--- src/pursq_regs.vh ---
// Purpose: Constants for the power-up reset sequencer.
// Assumes: 50 MHz core clock; internal RC oscillator and oscillator input arrive as pin levels.
// Notes: The delay is given in ms and its RC cycle count derived from it; the start-up count is given in cycles.
`ifndef PURSQ_REGS_VH
`define PURSQ_REGS_VH
`define PURSQ_DELAY_MS        72
`define PURSQ_RC_HZ           32000
`define PURSQ_OST_CYCLES      1024
`define PURSQ_MODE_RC         2'h0
`define PURSQ_MODE_LP         2'h1
`define PURSQ_MODE_XT         2'h2
`define PURSQ_MODE_HS         2'h3
`define PURSQ_ADR_CTRL        2'h0
`define PURSQ_ADR_STAT        2'h1
`define PURSQ_BIT_POR         0
`define PURSQ_BIT_BOR         1
`define PURSQ_BIT_INRST       2
`define PURSQ_ST_SHIFT        3
`define PURSQ_ZERO32          32'h0000_0000
`define PURSQ_ONE32           32'h0000_0001
`define PURSQ_SYNC_IN         0
`define PURSQ_SYNC_OUT        1
`define PURSQ_ADR_HI          3
`define PURSQ_ADR_LO          2
`define PURSQ_ST_WIDTH        3
`define PURSQ_LANE0           0
`define PURSQ_BIT_SLEEP       0
`endif

--- src/pursq_sequencer.v ---
// Purpose: Power-up reset sequencer with power-up delay, oscillator start-up count and flags.
// Assumes: Supply monitors, RC oscillator and oscillator input are asynchronous pin levels.
// Notes: Registers are reached over classic Wishbone; ack comes one cycle after the strobe.
//
// Added by the designer: the Wishbone slave port and the address map.
`include "pursq_regs.vh"
module pursq_sequencer #(
	parameter DELAY_RC_CYCLES = (`PURSQ_DELAY_MS * `PURSQ_RC_HZ) / 1000
) (
	input  wire        clk_i,
	input  wire        rst_i,
	input  wire        por_good_i,
	input  wire        brownout_low_i,
	input  wire        ext_reset_n_i,
	input  wire        wake_i,
	input  wire        rc_osc_i,
	input  wire        osc_in_i,
	input  wire        power_up_timer_disable_bit_i,
	input  wire        brownout_enable_bit_i,
	input  wire [1:0]  osc_mode_i,
	input  wire        cyc_i,
	input  wire        stb_i,
	input  wire        we_i,
	input  wire [3:0]  adr_i,
	input  wire [31:0] dat_i,
	input  wire [3:0]  sel_i,
	output reg  [31:0] dat_o,
	output reg         ack_o,
	output wire        core_reset_o
);
	// Sequencer states, binary coded; the code is also readable in the status word.
	localparam [2:0] ST_POR   = 3'h0;
	localparam [2:0] ST_BOR   = 3'h1;
	localparam [2:0] ST_DELAY = 3'h2;
	localparam [2:0] ST_OST   = 3'h3;
	localparam [2:0] ST_RUN   = 3'h4;
	localparam [2:0] ST_SLEEP = 3'h5;

	// Terminal counts, sized to the counter so the compares never widen or truncate.
	localparam [31:0] DELAY_LAST = DELAY_RC_CYCLES - 1;
	localparam [31:0] OST_LAST   = `PURSQ_OST_CYCLES - 1;

	// Power-on detect comes from an analog monitor; only the second flop is read.
	reg [1:0] por_sync_q;
	always @(posedge clk_i) begin
		if (rst_i) begin
			por_sync_q <= 2'h0;
		end else begin
			por_sync_q <= {por_sync_q[`PURSQ_SYNC_IN], por_good_i};
		end
	end

	// Brown-out level; a short glitch may be missed, which the monitor must filter.
	reg [1:0] bo_sync_q;
	always @(posedge clk_i) begin
		if (rst_i) begin
			bo_sync_q <= 2'h0;
		end else begin
			bo_sync_q <= {bo_sync_q[`PURSQ_SYNC_IN], brownout_low_i};
		end
	end

	// External reset pin; clearing to low keeps the core held right after reset.
	reg [1:0] ext_sync_q;
	always @(posedge clk_i) begin
		if (rst_i) begin
			ext_sync_q <= 2'h0;
		end else begin
			ext_sync_q <= {ext_sync_q[`PURSQ_SYNC_IN], ext_reset_n_i};
		end
	end

	// Wake-up request from sleep.
	reg [1:0] wake_sync_q;
	always @(posedge clk_i) begin
		if (rst_i) begin
			wake_sync_q <= 2'h0;
		end else begin
			wake_sync_q <= {wake_sync_q[`PURSQ_SYNC_IN], wake_i};
		end
	end

	// Internal RC oscillator; it must run well below half the core clock.
	reg [1:0] rc_sync_q;
	always @(posedge clk_i) begin
		if (rst_i) begin
			rc_sync_q <= 2'h0;
		end else begin
			rc_sync_q <= {rc_sync_q[`PURSQ_SYNC_IN], rc_osc_i};
		end
	end

	// Oscillator input; same limit on its frequency as the RC input.
	reg [1:0] osc_sync_q;
	always @(posedge clk_i) begin
		if (rst_i) begin
			osc_sync_q <= 2'h0;
		end else begin
			osc_sync_q <= {osc_sync_q[`PURSQ_SYNC_IN], osc_in_i};
		end
	end

	// Previous oscillator levels. They reset low, the idle level of both inputs,
	// so no false edge is counted just after reset.
	reg rc_prev_q;
	reg osc_prev_q;
	always @(posedge clk_i) begin
		if (rst_i) begin
			rc_prev_q  <= 1'b0;
			osc_prev_q <= 1'b0;
		end else begin
			rc_prev_q  <= rc_sync_q[`PURSQ_SYNC_OUT];
			osc_prev_q <= osc_sync_q[`PURSQ_SYNC_OUT];
		end
	end

	// Settled copies of the pins; the brown-out level only counts while enabled.
	wire por_good = por_sync_q[`PURSQ_SYNC_OUT];
	wire bo_low   = bo_sync_q[`PURSQ_SYNC_OUT] & brownout_enable_bit_i;
	wire ext_n    = ext_sync_q[`PURSQ_SYNC_OUT];
	wire wake     = wake_sync_q[`PURSQ_SYNC_OUT];

	// One-cycle strobes on the rising edges of the two oscillators.
	wire rc_rise  = rc_sync_q[`PURSQ_SYNC_OUT] & ~rc_prev_q;
	wire osc_rise = osc_sync_q[`PURSQ_SYNC_OUT] & ~osc_prev_q;

	// Crystal modes need the start-up count, except after a brown-out with the timer disabled; RC mode skips it.
	function crystal;
		input [1:0] m;
		begin
			crystal = (m != `PURSQ_MODE_RC);
		end
	endfunction

	// Word address decode; byte offsets within a word are ignored.
	function reg_hit;
		input [3:0] a;
		input [1:0] code;
		begin
			reg_hit = (a[`PURSQ_ADR_HI:`PURSQ_ADR_LO] == code);
		end
	endfunction

	// Status word: flags at the bottom, state code above the core reset bit.
	function [31:0] status_word;
		input [2:0] st;
		input       inrst;
		input       bo_flag;
		input       po_flag;
		begin
			status_word = `PURSQ_ZERO32;
			status_word[`PURSQ_ST_SHIFT +: `PURSQ_ST_WIDTH] = st;
			status_word[`PURSQ_BIT_INRST] = inrst;
			status_word[`PURSQ_BIT_BOR] = bo_flag;
			status_word[`PURSQ_BIT_POR] = po_flag;
		end
	endfunction

	// Sequencer state and the one counter shared by both timers.
	reg  [2:0]  st_q;
	reg  [31:0] cnt_q;
	reg         por_flag_q;
	reg         bor_flag_q;
	reg         sleep_req_q;

	// The counter starts at zero, so the last count is one short of the total.
	wire        delay_done = (cnt_q >= DELAY_LAST);
	wire        ost_done   = (cnt_q >= OST_LAST);

	// Main sequencer. Supply loss wins over everything, then an enabled brown-out;
	// the delay therefore only ever starts from those two events, never from the pin.
	always @(posedge clk_i) begin
		if (rst_i) begin
			st_q  <= ST_POR;
			cnt_q <= `PURSQ_ZERO32;
		end else if (!por_good) begin
			// Supply not yet adequate: park in power-on and keep the timer clear.
			st_q  <= ST_POR;
			cnt_q <= `PURSQ_ZERO32;
		end else if (bo_low) begin
			// A sag during the delay throws the sequence back; it restarts on recovery.
			st_q  <= ST_BOR;
			cnt_q <= `PURSQ_ZERO32;
		end else begin
			case (st_q)
				ST_POR, ST_BOR: begin
					cnt_q <= `PURSQ_ZERO32;
					if (!power_up_timer_disable_bit_i) begin
						st_q <= ST_DELAY;
					end else if (crystal(osc_mode_i) && (st_q == ST_POR)) begin
						st_q <= ST_OST;
					end else begin
						st_q <= ST_RUN;
					end
				end
				ST_DELAY: begin
					// Count RC edges only; the core clock merely samples them.
					if (rc_rise) begin
						if (delay_done) begin
							cnt_q <= `PURSQ_ZERO32;
							st_q  <= crystal(osc_mode_i) ? ST_OST : ST_RUN;
						end else begin
							cnt_q <= cnt_q + `PURSQ_ONE32;
						end
					end
				end
				ST_OST: begin
					// The start-up count runs on the oscillator input's own edges.
					if (osc_rise) begin
						if (ost_done) begin
							cnt_q <= `PURSQ_ZERO32;
							st_q  <= ST_RUN;
						end else begin
							cnt_q <= cnt_q + `PURSQ_ONE32;
						end
					end
				end
				ST_RUN: begin
					cnt_q <= `PURSQ_ZERO32;
					if (sleep_req_q) begin
						st_q <= ST_SLEEP;
					end
				end
				ST_SLEEP: begin
					cnt_q <= `PURSQ_ZERO32;
					if (wake) begin
						st_q <= crystal(osc_mode_i) ? ST_OST : ST_RUN;
					end
				end
				default: begin
					st_q  <= ST_POR;
					cnt_q <= `PURSQ_ZERO32;
				end
			endcase
		end
	end

	// External pin only gates release; it never restarts the timers, so a pin held
	// low past the delay releases the core as soon as it rises.
	assign core_reset_o = (st_q != ST_RUN && st_q != ST_SLEEP) | ~ext_n;

	// A request is taken on the edge where cyc and stb stand and no ack is out yet.
	wire take = cyc_i & stb_i & ~ack_o;
	// Writes need byte lane zero, which holds every writable bit.
	wire wr   = take & we_i & sel_i[`PURSQ_LANE0];
	wire rd   = take & ~we_i;

	// Ack answers one cycle after the take and drops in the cycle after.
	always @(posedge clk_i) begin
		if (rst_i) begin
			ack_o <= 1'b0;
		end else begin
			ack_o <= take;
		end
	end

	// Sleep request is a one-cycle pulse from a control write.
	always @(posedge clk_i) begin
		if (rst_i) begin
			sleep_req_q <= 1'b0;
		end else begin
			sleep_req_q <= wr & reg_hit(adr_i, `PURSQ_ADR_CTRL) & dat_i[`PURSQ_BIT_SLEEP];
		end
	end

	// Power-on flag: cleared by supply loss, set by software. The clear wins a tie,
	// so a supply event in the same cycle as the write is never hidden.
	always @(posedge clk_i) begin
		if (rst_i) begin
			por_flag_q <= 1'b0;
		end else if (!por_good) begin
			por_flag_q <= 1'b0;
		end else if (wr && reg_hit(adr_i, `PURSQ_ADR_STAT) && dat_i[`PURSQ_BIT_POR]) begin
			por_flag_q <= 1'b1;
		end
	end

	// Brown-out flag, active low: cleared by an enabled sag, set by software.
	always @(posedge clk_i) begin
		if (rst_i) begin
			bor_flag_q <= 1'b1;
		end else if (bo_low && por_good) begin
			bor_flag_q <= 1'b0;
		end else if (wr && reg_hit(adr_i, `PURSQ_ADR_STAT) && dat_i[`PURSQ_BIT_BOR]) begin
			bor_flag_q <= 1'b1;
		end
	end

	// Read data is loaded at the take and stands with ack; unmapped words read zero.
	always @(posedge clk_i) begin
		if (rst_i) begin
			dat_o <= `PURSQ_ZERO32;
		end else if (rd && reg_hit(adr_i, `PURSQ_ADR_STAT)) begin
			dat_o <= status_word(st_q, core_reset_o, bor_flag_q, por_flag_q);
		end else begin
			dat_o <= `PURSQ_ZERO32;
		end
	end
endmodule // pursq_sequencer

--- config.mk ---
export PLATFORM = sky130hd
export DESIGN_NAME = pursq_sequencer
export DESIGN_NICKNAME = d
export VERILOG_FILES = /design/src/pursq_sequencer.v
export VERILOG_INCLUDE_DIRS = /design/src /design/src/src
export SDC_FILE = /design/constraint.sdc
export NUM_CORES = 1
export LEC_CHECK = 0
export BUFFER_PORTS_ARGS = -buffer_cell sky130_fd_sc_hd__buf_2
export CAP_MARGIN = 20
export CORE_ASPECT_RATIO = 1.4
export CORE_UTILIZATION = 35
export DETAILED_ROUTE_END_ITERATION = 7
export GPL_ROUTABILITY_DRIVEN = 0
export PLACE_DENSITY = 0.67
export SKIP_CTS_REPAIR_TIMING = 1
export SLEW_MARGIN = 15
export SYNTH_ARGS = -nofsm -noshare
export SYNTH_HDL_FRONTEND = slang
export SYNTH_SLANG_ARGS = --single-unit
--- constraint.sdc ---
create_clock -name clk_i -period 3.6 [get_ports clk_i]
set_input_delay 0.36 -clock clk_i [delete_from_list [all_inputs] [get_ports clk_i]]
set_output_delay 0.36 -clock clk_i [all_outputs]
set_load 0.005 [all_outputs]
After elaboration in Yosys (flattened, before gate mapping)
Cells that the tools add are included.

word-level totals
  flip-flop bits (word level) = 85
  bits of input ports = 55
  output and inout bits = 34
  word-level logic and storage cells = 94

operators by class
  add/subtract/negate cells = 1
  order comparisons = 2
  equality and inequality tests = 20
  multiplexer cells = 18
  bitwise operators = 18
  reductions and logical operators = 18

operators by type and width
  cell                                                                     count
  32-bit two-way mux                                                       4
  32-bit one-hot mux with 2 select lines                                   1
  32-bit by 1-bit adder with 32-bit output, second input constant          1
  32-bit by 10-bit >= comparator with 1-bit output, second input constant  1
  32-bit by 12-bit >= comparator with 1-bit output, second input constant  1
  3-bit two-way mux                                                        9
  3-bit != test, second input constant                                     8
  3-bit one-hot mux with 5 select lines                                    1
  2-bit != test, second input constant                                     6
  6-bit AND reduction                                                      2
  1-bit bitwise AND                                                        10
  1-bit logical AND                                                        7
  1-bit inverter                                                           7
  3-bit by 2-bit equality test with 1-bit output, second input constant    2
  3-bit equality test, second input constant                               2
  2-bit OR reduction                                                       3
  2-bit nonzero test                                                       2
  3-bit by 1-bit equality test with 1-bit output, second input constant    1
  3-bit logical NOT                                                        1
  1-bit two-way mux                                                        3
  3-bit OR reduction                                                       1
  2-bit by 1-bit equality test with 1-bit output, second input constant    1
  2-bit logical NOT                                                        1
  2-bit AND reduction                                                      1
  1-bit OR                                                                 1

Longest topological paths before layout
Gate-level depths: netlist of run 1.

  word-level depth = 8
  gate-level depth with buffers = 7
  depth with buffers taken out = 6

Least setup slack after synthesis of run 1
Ideal clock, no wire load.

  path type = register to register
  from = register cnt_q[0]
  to = register cnt_q[12]
  setup time = 117 ps
  arrival = 1603 ps
  data required time = 3483 ps
  slack = 1880 ps
  stages on the path, launching flop included = 8
  path buffers = 1
  period minus slack after synthesis = 1720 ps
  cell sequence = dfxtp_1 ha_1 o211ai_1 a2111oi_4 nor4_4 o21ai_2 buf_2 nor2_1

on the way
  cells in the longest elaborated chain, start to end = 4
  elaborated cells on any way between the ends = 8
  classes of those cells = add/sub (1); order compare (2); mux (5)

RTL lines
  item                                                                              RTL line                                      RTL
  start: declaration                                                                pursq_sequencer.v:161                         reg [31:0] cnt_q;
  start signal: assignment                                                          pursq_sequencer.v:175                         cnt_q <= `PURSQ_ZERO32;
  start signal: assignment                                                          pursq_sequencer.v:179                         cnt_q <= `PURSQ_ZERO32;
  start signal: assignment                                                          pursq_sequencer.v:183                         cnt_q <= `PURSQ_ZERO32;
  32-bit by 1-bit adder with 32-bit output (no line), or another cell as far along  -
  32-bit two-way mux, on equally long branches                                      pursq_sequencer.v:210, pursq_sequencer.v:199
  32-bit two-way mux, on equally long branches                                      pursq_sequencer.v:209, pursq_sequencer.v:198
  32-bit one-hot mux with 2 select lines (*)                                        pursq_sequencer.v:185                         case (st_q)

Every way passes the cells marked *; elsewhere a longest branch is shown, timed or not. The select of a mux whose other input is x is not followed.
A chain may end at the register's enable or synchronous reset.

Worst setup path after layout of run 1
  from = register st_q[0]
  to = register cnt_q[10]

on the way
  cells in the longest elaborated chain, start to end = 3
  elaborated cells on any way between the ends = 6
  classes of those cells = eq/ne (4); mux (1); reduce/logical (1)

RTL lines
  item                                                                      RTL line               RTL
  start: declaration                                                        pursq_sequencer.v:160  reg [2:0] st_q;
  start signal: assignment                                                  pursq_sequencer.v:201  st_q <= crystal(osc_mode_i) ? ST_OST : ST_RUN;
  start signal: assignment                                                  pursq_sequencer.v:227  st_q <= crystal(osc_mode_i) ? ST_OST : ST_RUN;
  3-bit by 2-bit equality test with 1-bit output, on equally long branches  -
  2-bit != test (no line)                                                   -
  2-bit AND reduction (no line)                                             -
  end signal: assignment                                                    pursq_sequencer.v:183
  end signal: assignment                                                    pursq_sequencer.v:187  cnt_q <= `PURSQ_ZERO32;
  end signal: assignment                                                    pursq_sequencer.v:200  cnt_q <= `PURSQ_ZERO32;

Several ways; a longest one is shown, not always the timed one.

==> summary.md, run 1 <==
| Metric | Value |
|---|---|
| Vias | `roughly 2200` |
| Antenna cells | `0` |
| Cell Pwr Density | `about 400 nW/µm²` |
| Actual slew at the worst max-slew pin | `763 ps` |
| Critical path's largest stage delay | `roughly 650 ps` |
| Area of the multi-input gates | `roughly 1500 µm²` |
| Clock slew at reported path FFs | `approximately 80 ps` |
| Worst vdd ir | `0.278 mV` |
| Register area | `roughly 1200 µm²` |
| Largest net degree at the start of global routing | `19` |
| Leakage power | `roughly 1.1 nW` |
| Gate power share | `between 3 and 4%` |
| Prevailing post-synth register cell | `dfxtp_1` |
| EDFF count, synth | `0` |
| Synth Area in Adders | `less than 1%` |
| YS warnings | `0` |
| Synth Register Bits | `just under 60` |
| Avg Cell Area, Syn | `a little over 9 µm²` |
| Share of Yosys cell area claimed by the top area cell type | `about 41%` |
| Setup TNS | `0 ps` |
| Worst Path Required | `roughly 3800 ps` |
| Port Buffers | `27` |
| Worst-path maximum fanout | `18` |
| Final setup viols | `0` |
| Setup crit end kind | `flop` |
| Detailed Route Iter0 Violations | `75` |
| Clk network pwr share | `43.2%` |
| Die Ht | `about 110 µm` |
| P&R area growth vs syn | `10.1%` |
| Area contributors post-synth | `dfxtp_1 (41%), buf_4 (7.1%), nor2_1 (5.0%)` |
| TritonCTS Sinks | `59` |
| R2R depth | `6` |
| First-pass GRT wire length | `8890 µm` |
| Vias in the first global route | `~2000` |
| Max Root-Sink Buffers | `2` |
| # DRC | `0` |
| Ys async rst share | `0%` |
| RSZ-0062 raised after global routing | `false` |
| Die width | `approximately 78 µm` |
| CTS tree | `built` |
| R2R Setup Slk | `1150 ps` |
| P_sw | `313 µW` |
| Clock root buffer | `clkbuf_8` |
| Die ar. | `between 8000 and 9000 µm²` |
| Overall global routing resource usage | `roughly 14%` |
| FP Rows | `38` |
| Xor-xnor portion of the synthesized cell area | `between 5 and 6%` |
| CP Cell Sequence | `o211ai_1, a2111oi_4, nor4_4, o21ai_2, buf_4, a21oi_1` |
| Int Pwr | `934 µW` |
| Antenna violations before repair | `0` |
| H-tree Lvls | `3` |
| Tmin final | `approximately 2400 ps` |
| CP max stage cell | `dfxtp_1` |
| Worst R2R Start | `st_q[0]` |
| Setup crit start | `st_q[0]` |
| Critical path buffer and inverter count | `1` |
| Final hold violation count | `0` |
| Worst EP arrival | `~2700 ps` |
| Outcome | `complete, no violations` |
| Initial Util | `between 30% and 40%` |
| Worst relative slew slack | `48.7%` |
| Worst-skew pair later-pin latency | `350 ps` |
| DRT Wirelength | `between 5000 and 6000 µm` |
| Startpoint types | `flop` |
| Placed insts | `around 430` |
| Post-Synthesis Cells | `~310` |
| CTS Buf Count | `9` |
| R2r endpoint | `cnt_q[10]` |
| DP HPWL | `3820 µm` |
| Sequential share of the synthesized area | `41.3%` |
| Yosys top cell by area | `dfxtp_1` |
| Sw Share | `between 20 and 30%` |
| Period utilisation layout | `about two thirds` |
| Hold Path Class | `input port to flop` |
| Initial DRT Pass Iterations | `4` |
| Setup crit end | `cnt_q[10]` |
| Critical path's top delay family | `compound AO/OA/AOI/OAI gates` |
| Simple-gate share of the synthesized area | `about a third` |
| Peak Freq | `roughly 410 MHz` |
| Core area | `7850 µm²` |
| WL/cell | `~12 µm` |
| Global route total overflow | `0` |
| IO Pins | `89` |
| Synthesized cell area | `around 2900 µm²` |
| Compound-cell area share of the yosys netlist | `roughly a tenth` |
| Post-synthesis mux area share | `under 10%` |
| Proportion of layout cells with a drive suffix above 1 | `between 10% and 20%` |
| MaxCap Viol Count | `0` |
| Worst path depth | `6` |
| Post-route ant nets | `0` |
| Max Slew Vio Count | `0` |
| Main combinational cell family by area after synthesis | `simple AND/OR/NAND/NOR gates` |
| Seq pwr share | `a little over half` |
| Layout Cells excl Fill | `approximately 450` |
| Type of the worst setup path | `flop to flop` |
| Layout net count | `roughly 400` |
| Synth unique cells | `52` |
| Clk_skew | `~8.9 ps` |
| Number of vias per cell | `between 4 and 5` |
| Fillers | `roughly 810` |
[layer usage]
layer	global-route usage (%)	vias to the layer above	part of all wire, %
li1	-	1109	-
met1	14.3	1034	41
met5	0	-	0
met4	9.52	0	3.0
met2	23.4	60	51
met3	5.02	10	4.9
[worst register-to-register path: cells and delay by family (launching register included)]
family                 cells  cell delay [ps]
flip-flops                 1              650
buffers and inverters      1              340
AO/OA/AOI/OAI              4             1220
AND/OR/NAND/NOR            1              130
[layout by cell type (no fill, tap or decap), drive strengths merged, types with 9 or more instances in the layout]
cell type | Yosys | final
xor2 | 12 | 12
clkbuf | 3 | 9
nand2 | 13 | 13
nor4 | 16 | 16
buf | 34 | 28
dfxtp | 59 | 59
nor2b | 20 | 20
a21oi | 16 | 16
nand4 | 12 | 12
conb | 1 | 26
nor2 | 38 | 38
[area by class of cell]
type	count	area share (%)
sequential	59	37.5
inverter	5	0.597
timing repair buffer	28	4.53
clock inverter	7	1.67
multi-input combinational	237	47.7
clock buffer	9	3.94
tap	100	3.98
[sequential cells by signal (all words and copies together) (netlist names), 2 cells and up]
name         flops
osc_sync_q       2
dat_o            6
rc_sync_q        2
wake_sync_q      2
ext_sync_q       2
st_q             3
por_sync_q       2
bo_sync_q        2
cnt_q           32
[metrics by stage]
stage	cell area, µm²	total power, mW	worst slack, ps	hold slack [ps]	utilization, %
2_1_floorplan	2950	0.726	1880	414	-
3_3_place_gp	2970	0.722	1150	417	37.8
3_5_place_dp	2970	0.723	1140	430	37.8
4_1_cts	3150	1.27	1140	174	40.1
5_1_grt	3150	1.31	991	178	40.1
6_report	3150	1.25	1150	192	40.1
[cells by family after synthesis]
family	after synthesis
XOR/XNOR	19
buffers and inverters	42
AO/OA/AOI/OAI	38
multiplexers	3
adder cells (fa/ha/maj)	1
AND/OR/NAND/NOR	150
flip-flops	59
other	1
[cells in the mapped netlist (2+ instances only)]
library cell  instances
mux2i_1               3
a21oi_1              16
buf_2                 7
nand4b_1              3
or2_2                 2
nand3_1               8
a41oi_1               2
nor4_1               13
o22ai_1               2
nand3b_1              4
a31oi_2               2
o21ai_0               4
dfxtp_1              59
nor3_1                5
nor2b_1              20
and2_1                8
a31oi_1               2
xor2_1               12
nand4_1              11
inv_1                 5
and4_2                2
nand2_1              13
a211oi_1              2
o31ai_1               2
nor4_4                2
buf_4                27
nand2b_1              3
nor4b_1               2
clkbuf_1              3
and3_1                2
nor2_1               38
xnor2_1               7
and4_1                3
[power groups by stage]
stage                     clock network (mW)  registers (mW)  logic (mW)
after global placement                     0           0.679      0.0428
after global routing                   0.591           0.665      0.0500
after floorplan                            0           0.678      0.0482
after detailed placement                   0           0.680      0.0436
final                                  0.539           0.664      0.0437
after CTS                              0.563           0.664      0.0437
[worst min path at each step]
stage	startpoint	end	slack, ps	cells past startpoint
global placement	bo_sync_q[0]	bo_sync_q[1]	420	1
CTS	adr_i[3]	sleep_req_q	170	2
floorplan	bo_sync_q[0]	bo_sync_q[1]	410	1
detailed placement	por_sync_q[0]	por_sync_q[1]	430	1
finish	adr_i[3]	sleep_req_q	190	2
global route	adr_i[3]	sleep_req_q	180	2
Note: power is estimated with default switching activity, not from simulation.
==> run 2: changes to the inputs <==
Clock period 3.6 ns to 2.5 ns, I/O delays scaled along.
==> run 2 against run 1 <==
Net effect:
- first-iteration DRC count is 77% higher
- die area stayed put
- clock skew is 0.71 ps lower
- global-route usage is 0.071 points higher
- combinational power is 47% higher
- cell count is 0.67% higher
- largest power group unchanged
- power is 57% higher
- count of clock-buffer cells in the layout is 1 higher
- register-to-register slack worse by 780 ps
- non-clock buffer count is 4 higher
- critical path type unchanged
- sequential power is 44% higher
- critical path depth stayed put
==> summary.md, run 2 (synthesis results as in run 1) <==
| Metric | Value |
|---|---|
| Post-route ant nets | `0 (unchanged)` |
| Worst Path Required | `2760 ps (-1080 ps)` |
| Detailed Route Iter0 Violations | `133 (+77%)` |
| Worst-skew pair later-pin latency | `340 ps (about the same)` |
| Max reg flops | `32 (unchanged)` |
| Clock root buffer | `clkbuf_8` |
| Worst-path maximum fanout | `16 (-2)` |
| Proportion of layout cells with a drive suffix above 1 | `19.3% (+0.70 points)` |
| Initial DRT Pass Iterations | `6 (+2)` |
| DP HPWL | `3850 µm (+0.63%)` |
| Total power | `1.96 mW (+57%)` |
| Period utilisation layout | `85.1% (+17 points)` |
| Vias | `2213 (unchanged)` |
| Number of vias per cell | `4.94 (-0.67%)` |
| Cell Area, Placed | `3010 µm² (+1.4%)` |
| Setup TNS | `0 ps (unchanged)` |
| Type of the worst setup path | `flop to flop` |
| Max Slew Vio Count | `0 (unchanged)` |
| R2R Setup Slk | `370 ps (-780 ps)` |
| CTS Buf Count | `9 (unchanged)` |
| MaxCap Viol Count | `0 (unchanged)` |
| Peak Freq | `470 MHz (+15%)` |
| Largest net degree at the start of global routing | `33 (+14)` |
| P&R area growth vs syn | `13.0%` |
| Clk_skew | `8.19 ps (-0.706 ps)` |
| # DRC | `0 (unchanged)` |
| Antenna cells | `0 (unchanged)` |
| Leakage power | `1.19 nW (+3.9%)` |
| Layout net count | `400 (+1.0%)` |
| Final setup viols | `0 (unchanged)` |
| Die Ht | `109 µm (unchanged)` |
| CTS tree | `built` |
| Most frequent cells in the layout | `dfxtp_1 (59), nor2_1 (38), buf_2 (27)` |
| Startpoint types | `flop` |
| Initial Util | `36.4% (unchanged)` |
| Final hold violation count | `0 (unchanged)` |
| WHS Endpoint | `sleep_req_q` |
| Actual slew at the worst max-slew pin | `700 ps (-63.6 ps)` |
| Most common cell after layout, fill and taps aside | `dfxtp_1` |
| R2R depth | `6 (unchanged)` |
| Hold_sp | `adr_i[3]` |
| FP Rows | `38 (unchanged)` |
| Hold depth | `2 (unchanged)` |
| Port Buffers | `27 (unchanged)` |
| WL/cell | `11.7 µm (-1.5%)` |
| Global route total overflow | `0 (unchanged)` |
| Worst R2R Start | `st_q[0]` |
| Fillers | `801 (-0.50%)` |
| Setup crit end kind | `flop` |
| Vias in the first global route | `2087 (+4.7%)` |
| Antenna violations before repair | `0 (unchanged)` |
| Tmin final | `2130 ps (-320 ps)` |
| Die width | `78.4 µm (unchanged)` |
| Outcome | `complete, no violations` |
| Top reg by flops | `cnt_q` |
| H-tree Lvls | `3 (unchanged)` |
| Hold Path Class | `input port to flop` |
| Utilization after layout | `41.1% (+1.0 points)` |
| Die ar. | `8530 µm² (unchanged)` |
| Overall global routing resource usage | `14.0% (+0.071 points)` |
| R2r endpoint | `st_q[0]` |
| Worst vdd ir | `0.442 mV (+59%)` |
| Largest regs | `cnt_q: 32 flops, dat_o: 6 flops, st_q: 3 flops` |
| Cell Pwr Density | `608 nW/µm² (+53%)` |
| Core area | `7850 µm² (unchanged)` |
| Worst relative slew slack | `52.7% (+4.0 points)` |
| TritonCTS Sinks | `59 (unchanged)` |
| DRT Wirelength | `5240 µm (-0.81%)` |
| RSZ-0062 raised after global routing | `false` |
| Clock slew at reported path FFs | `70 ps (about the same)` |
| Post-route design area | `3230 µm² (+2.6%)` |
| First-pass GRT wire length | `9200 µm (+3.4%)` |
| Worst EP arrival | `2390 ps (-290 ps)` |
| IO Pins | `89 (unchanged)` |
| Max Root-Sink Buffers | `2 (unchanged)` |
[run 2: power by group]
group,internal [mW],switching [mW],leakage (nW),total [mW]
logic,0.0296,0.0346,0.602,0.0642
clock network,0.579,0.362,0.108,0.940
registers,0.952,0.00576,0.478,0.958
[run 2: stage by stage]
step / std cells / hold WS [ps] / setup WS, ps
2_1_floorplan: 338 / 322 / 780
3_3_place_gp: 433 / 417 / 474
3_5_place_dp: 433 / 425 / 428
4_1_cts: 448 / 76.3 / 370
5_1_grt: 448 / 93.4 / 187
6_report: 448 / 95.5 / 371
[run 2: worst max-delay path by stage]
stage | to | startpoint | slack, ps
2_1_floorplan | cnt_q[12] | cnt_q[0] | 780
3_3_place_gp | cnt_q[21] | st_q[0] | 470
3_5_place_dp | st_q[0] | st_q[0] | 430
4_1_cts | st_q[0] | st_q[0] | 370
5_1_grt | cnt_q[27] | st_q[0] | 190
6_report | st_q[0] | st_q[0] | 370
[run 2: critical path, cell delays in order, from the launching register on]
cell       delay, ps
dfxtp_1          670
o211ai_1         200
a2111oi_4        430
nor4_4           100
buf_4            170
nor3_1           240
mux2i_1          240
[run 2: per-layer routing]
layer	global-route usage [%]	vias up	share of wire, %	wire length [µm]
met3	3.01	16	3.1	163
met1	14.7	1032	41	2160
met4	11.1	0	4.3	224
li1	-	1113	-	-
met5	0	-	0	0
met2	24.0	52	51	2700
[run 2: cell type report]
| cell class | instances | area [µm²] | share of cell area, % |
|---|---|---|---|
| Timing Repair Buffer | 32 | 185 | 5.74 |
| Sequential cell | 59 | 1180 | 36.6 |
| Inverter | 5 | 18.8 | 0.582 |
| Clock buffer | 10 | 138 | 4.27 |
| Tap cell | 100 | 125 | 3.88 |
| Clock inverter | 5 | 77.6 | 2.40 |
| Multi-Input combinational cell | 237 | 1500 | 46.5 |
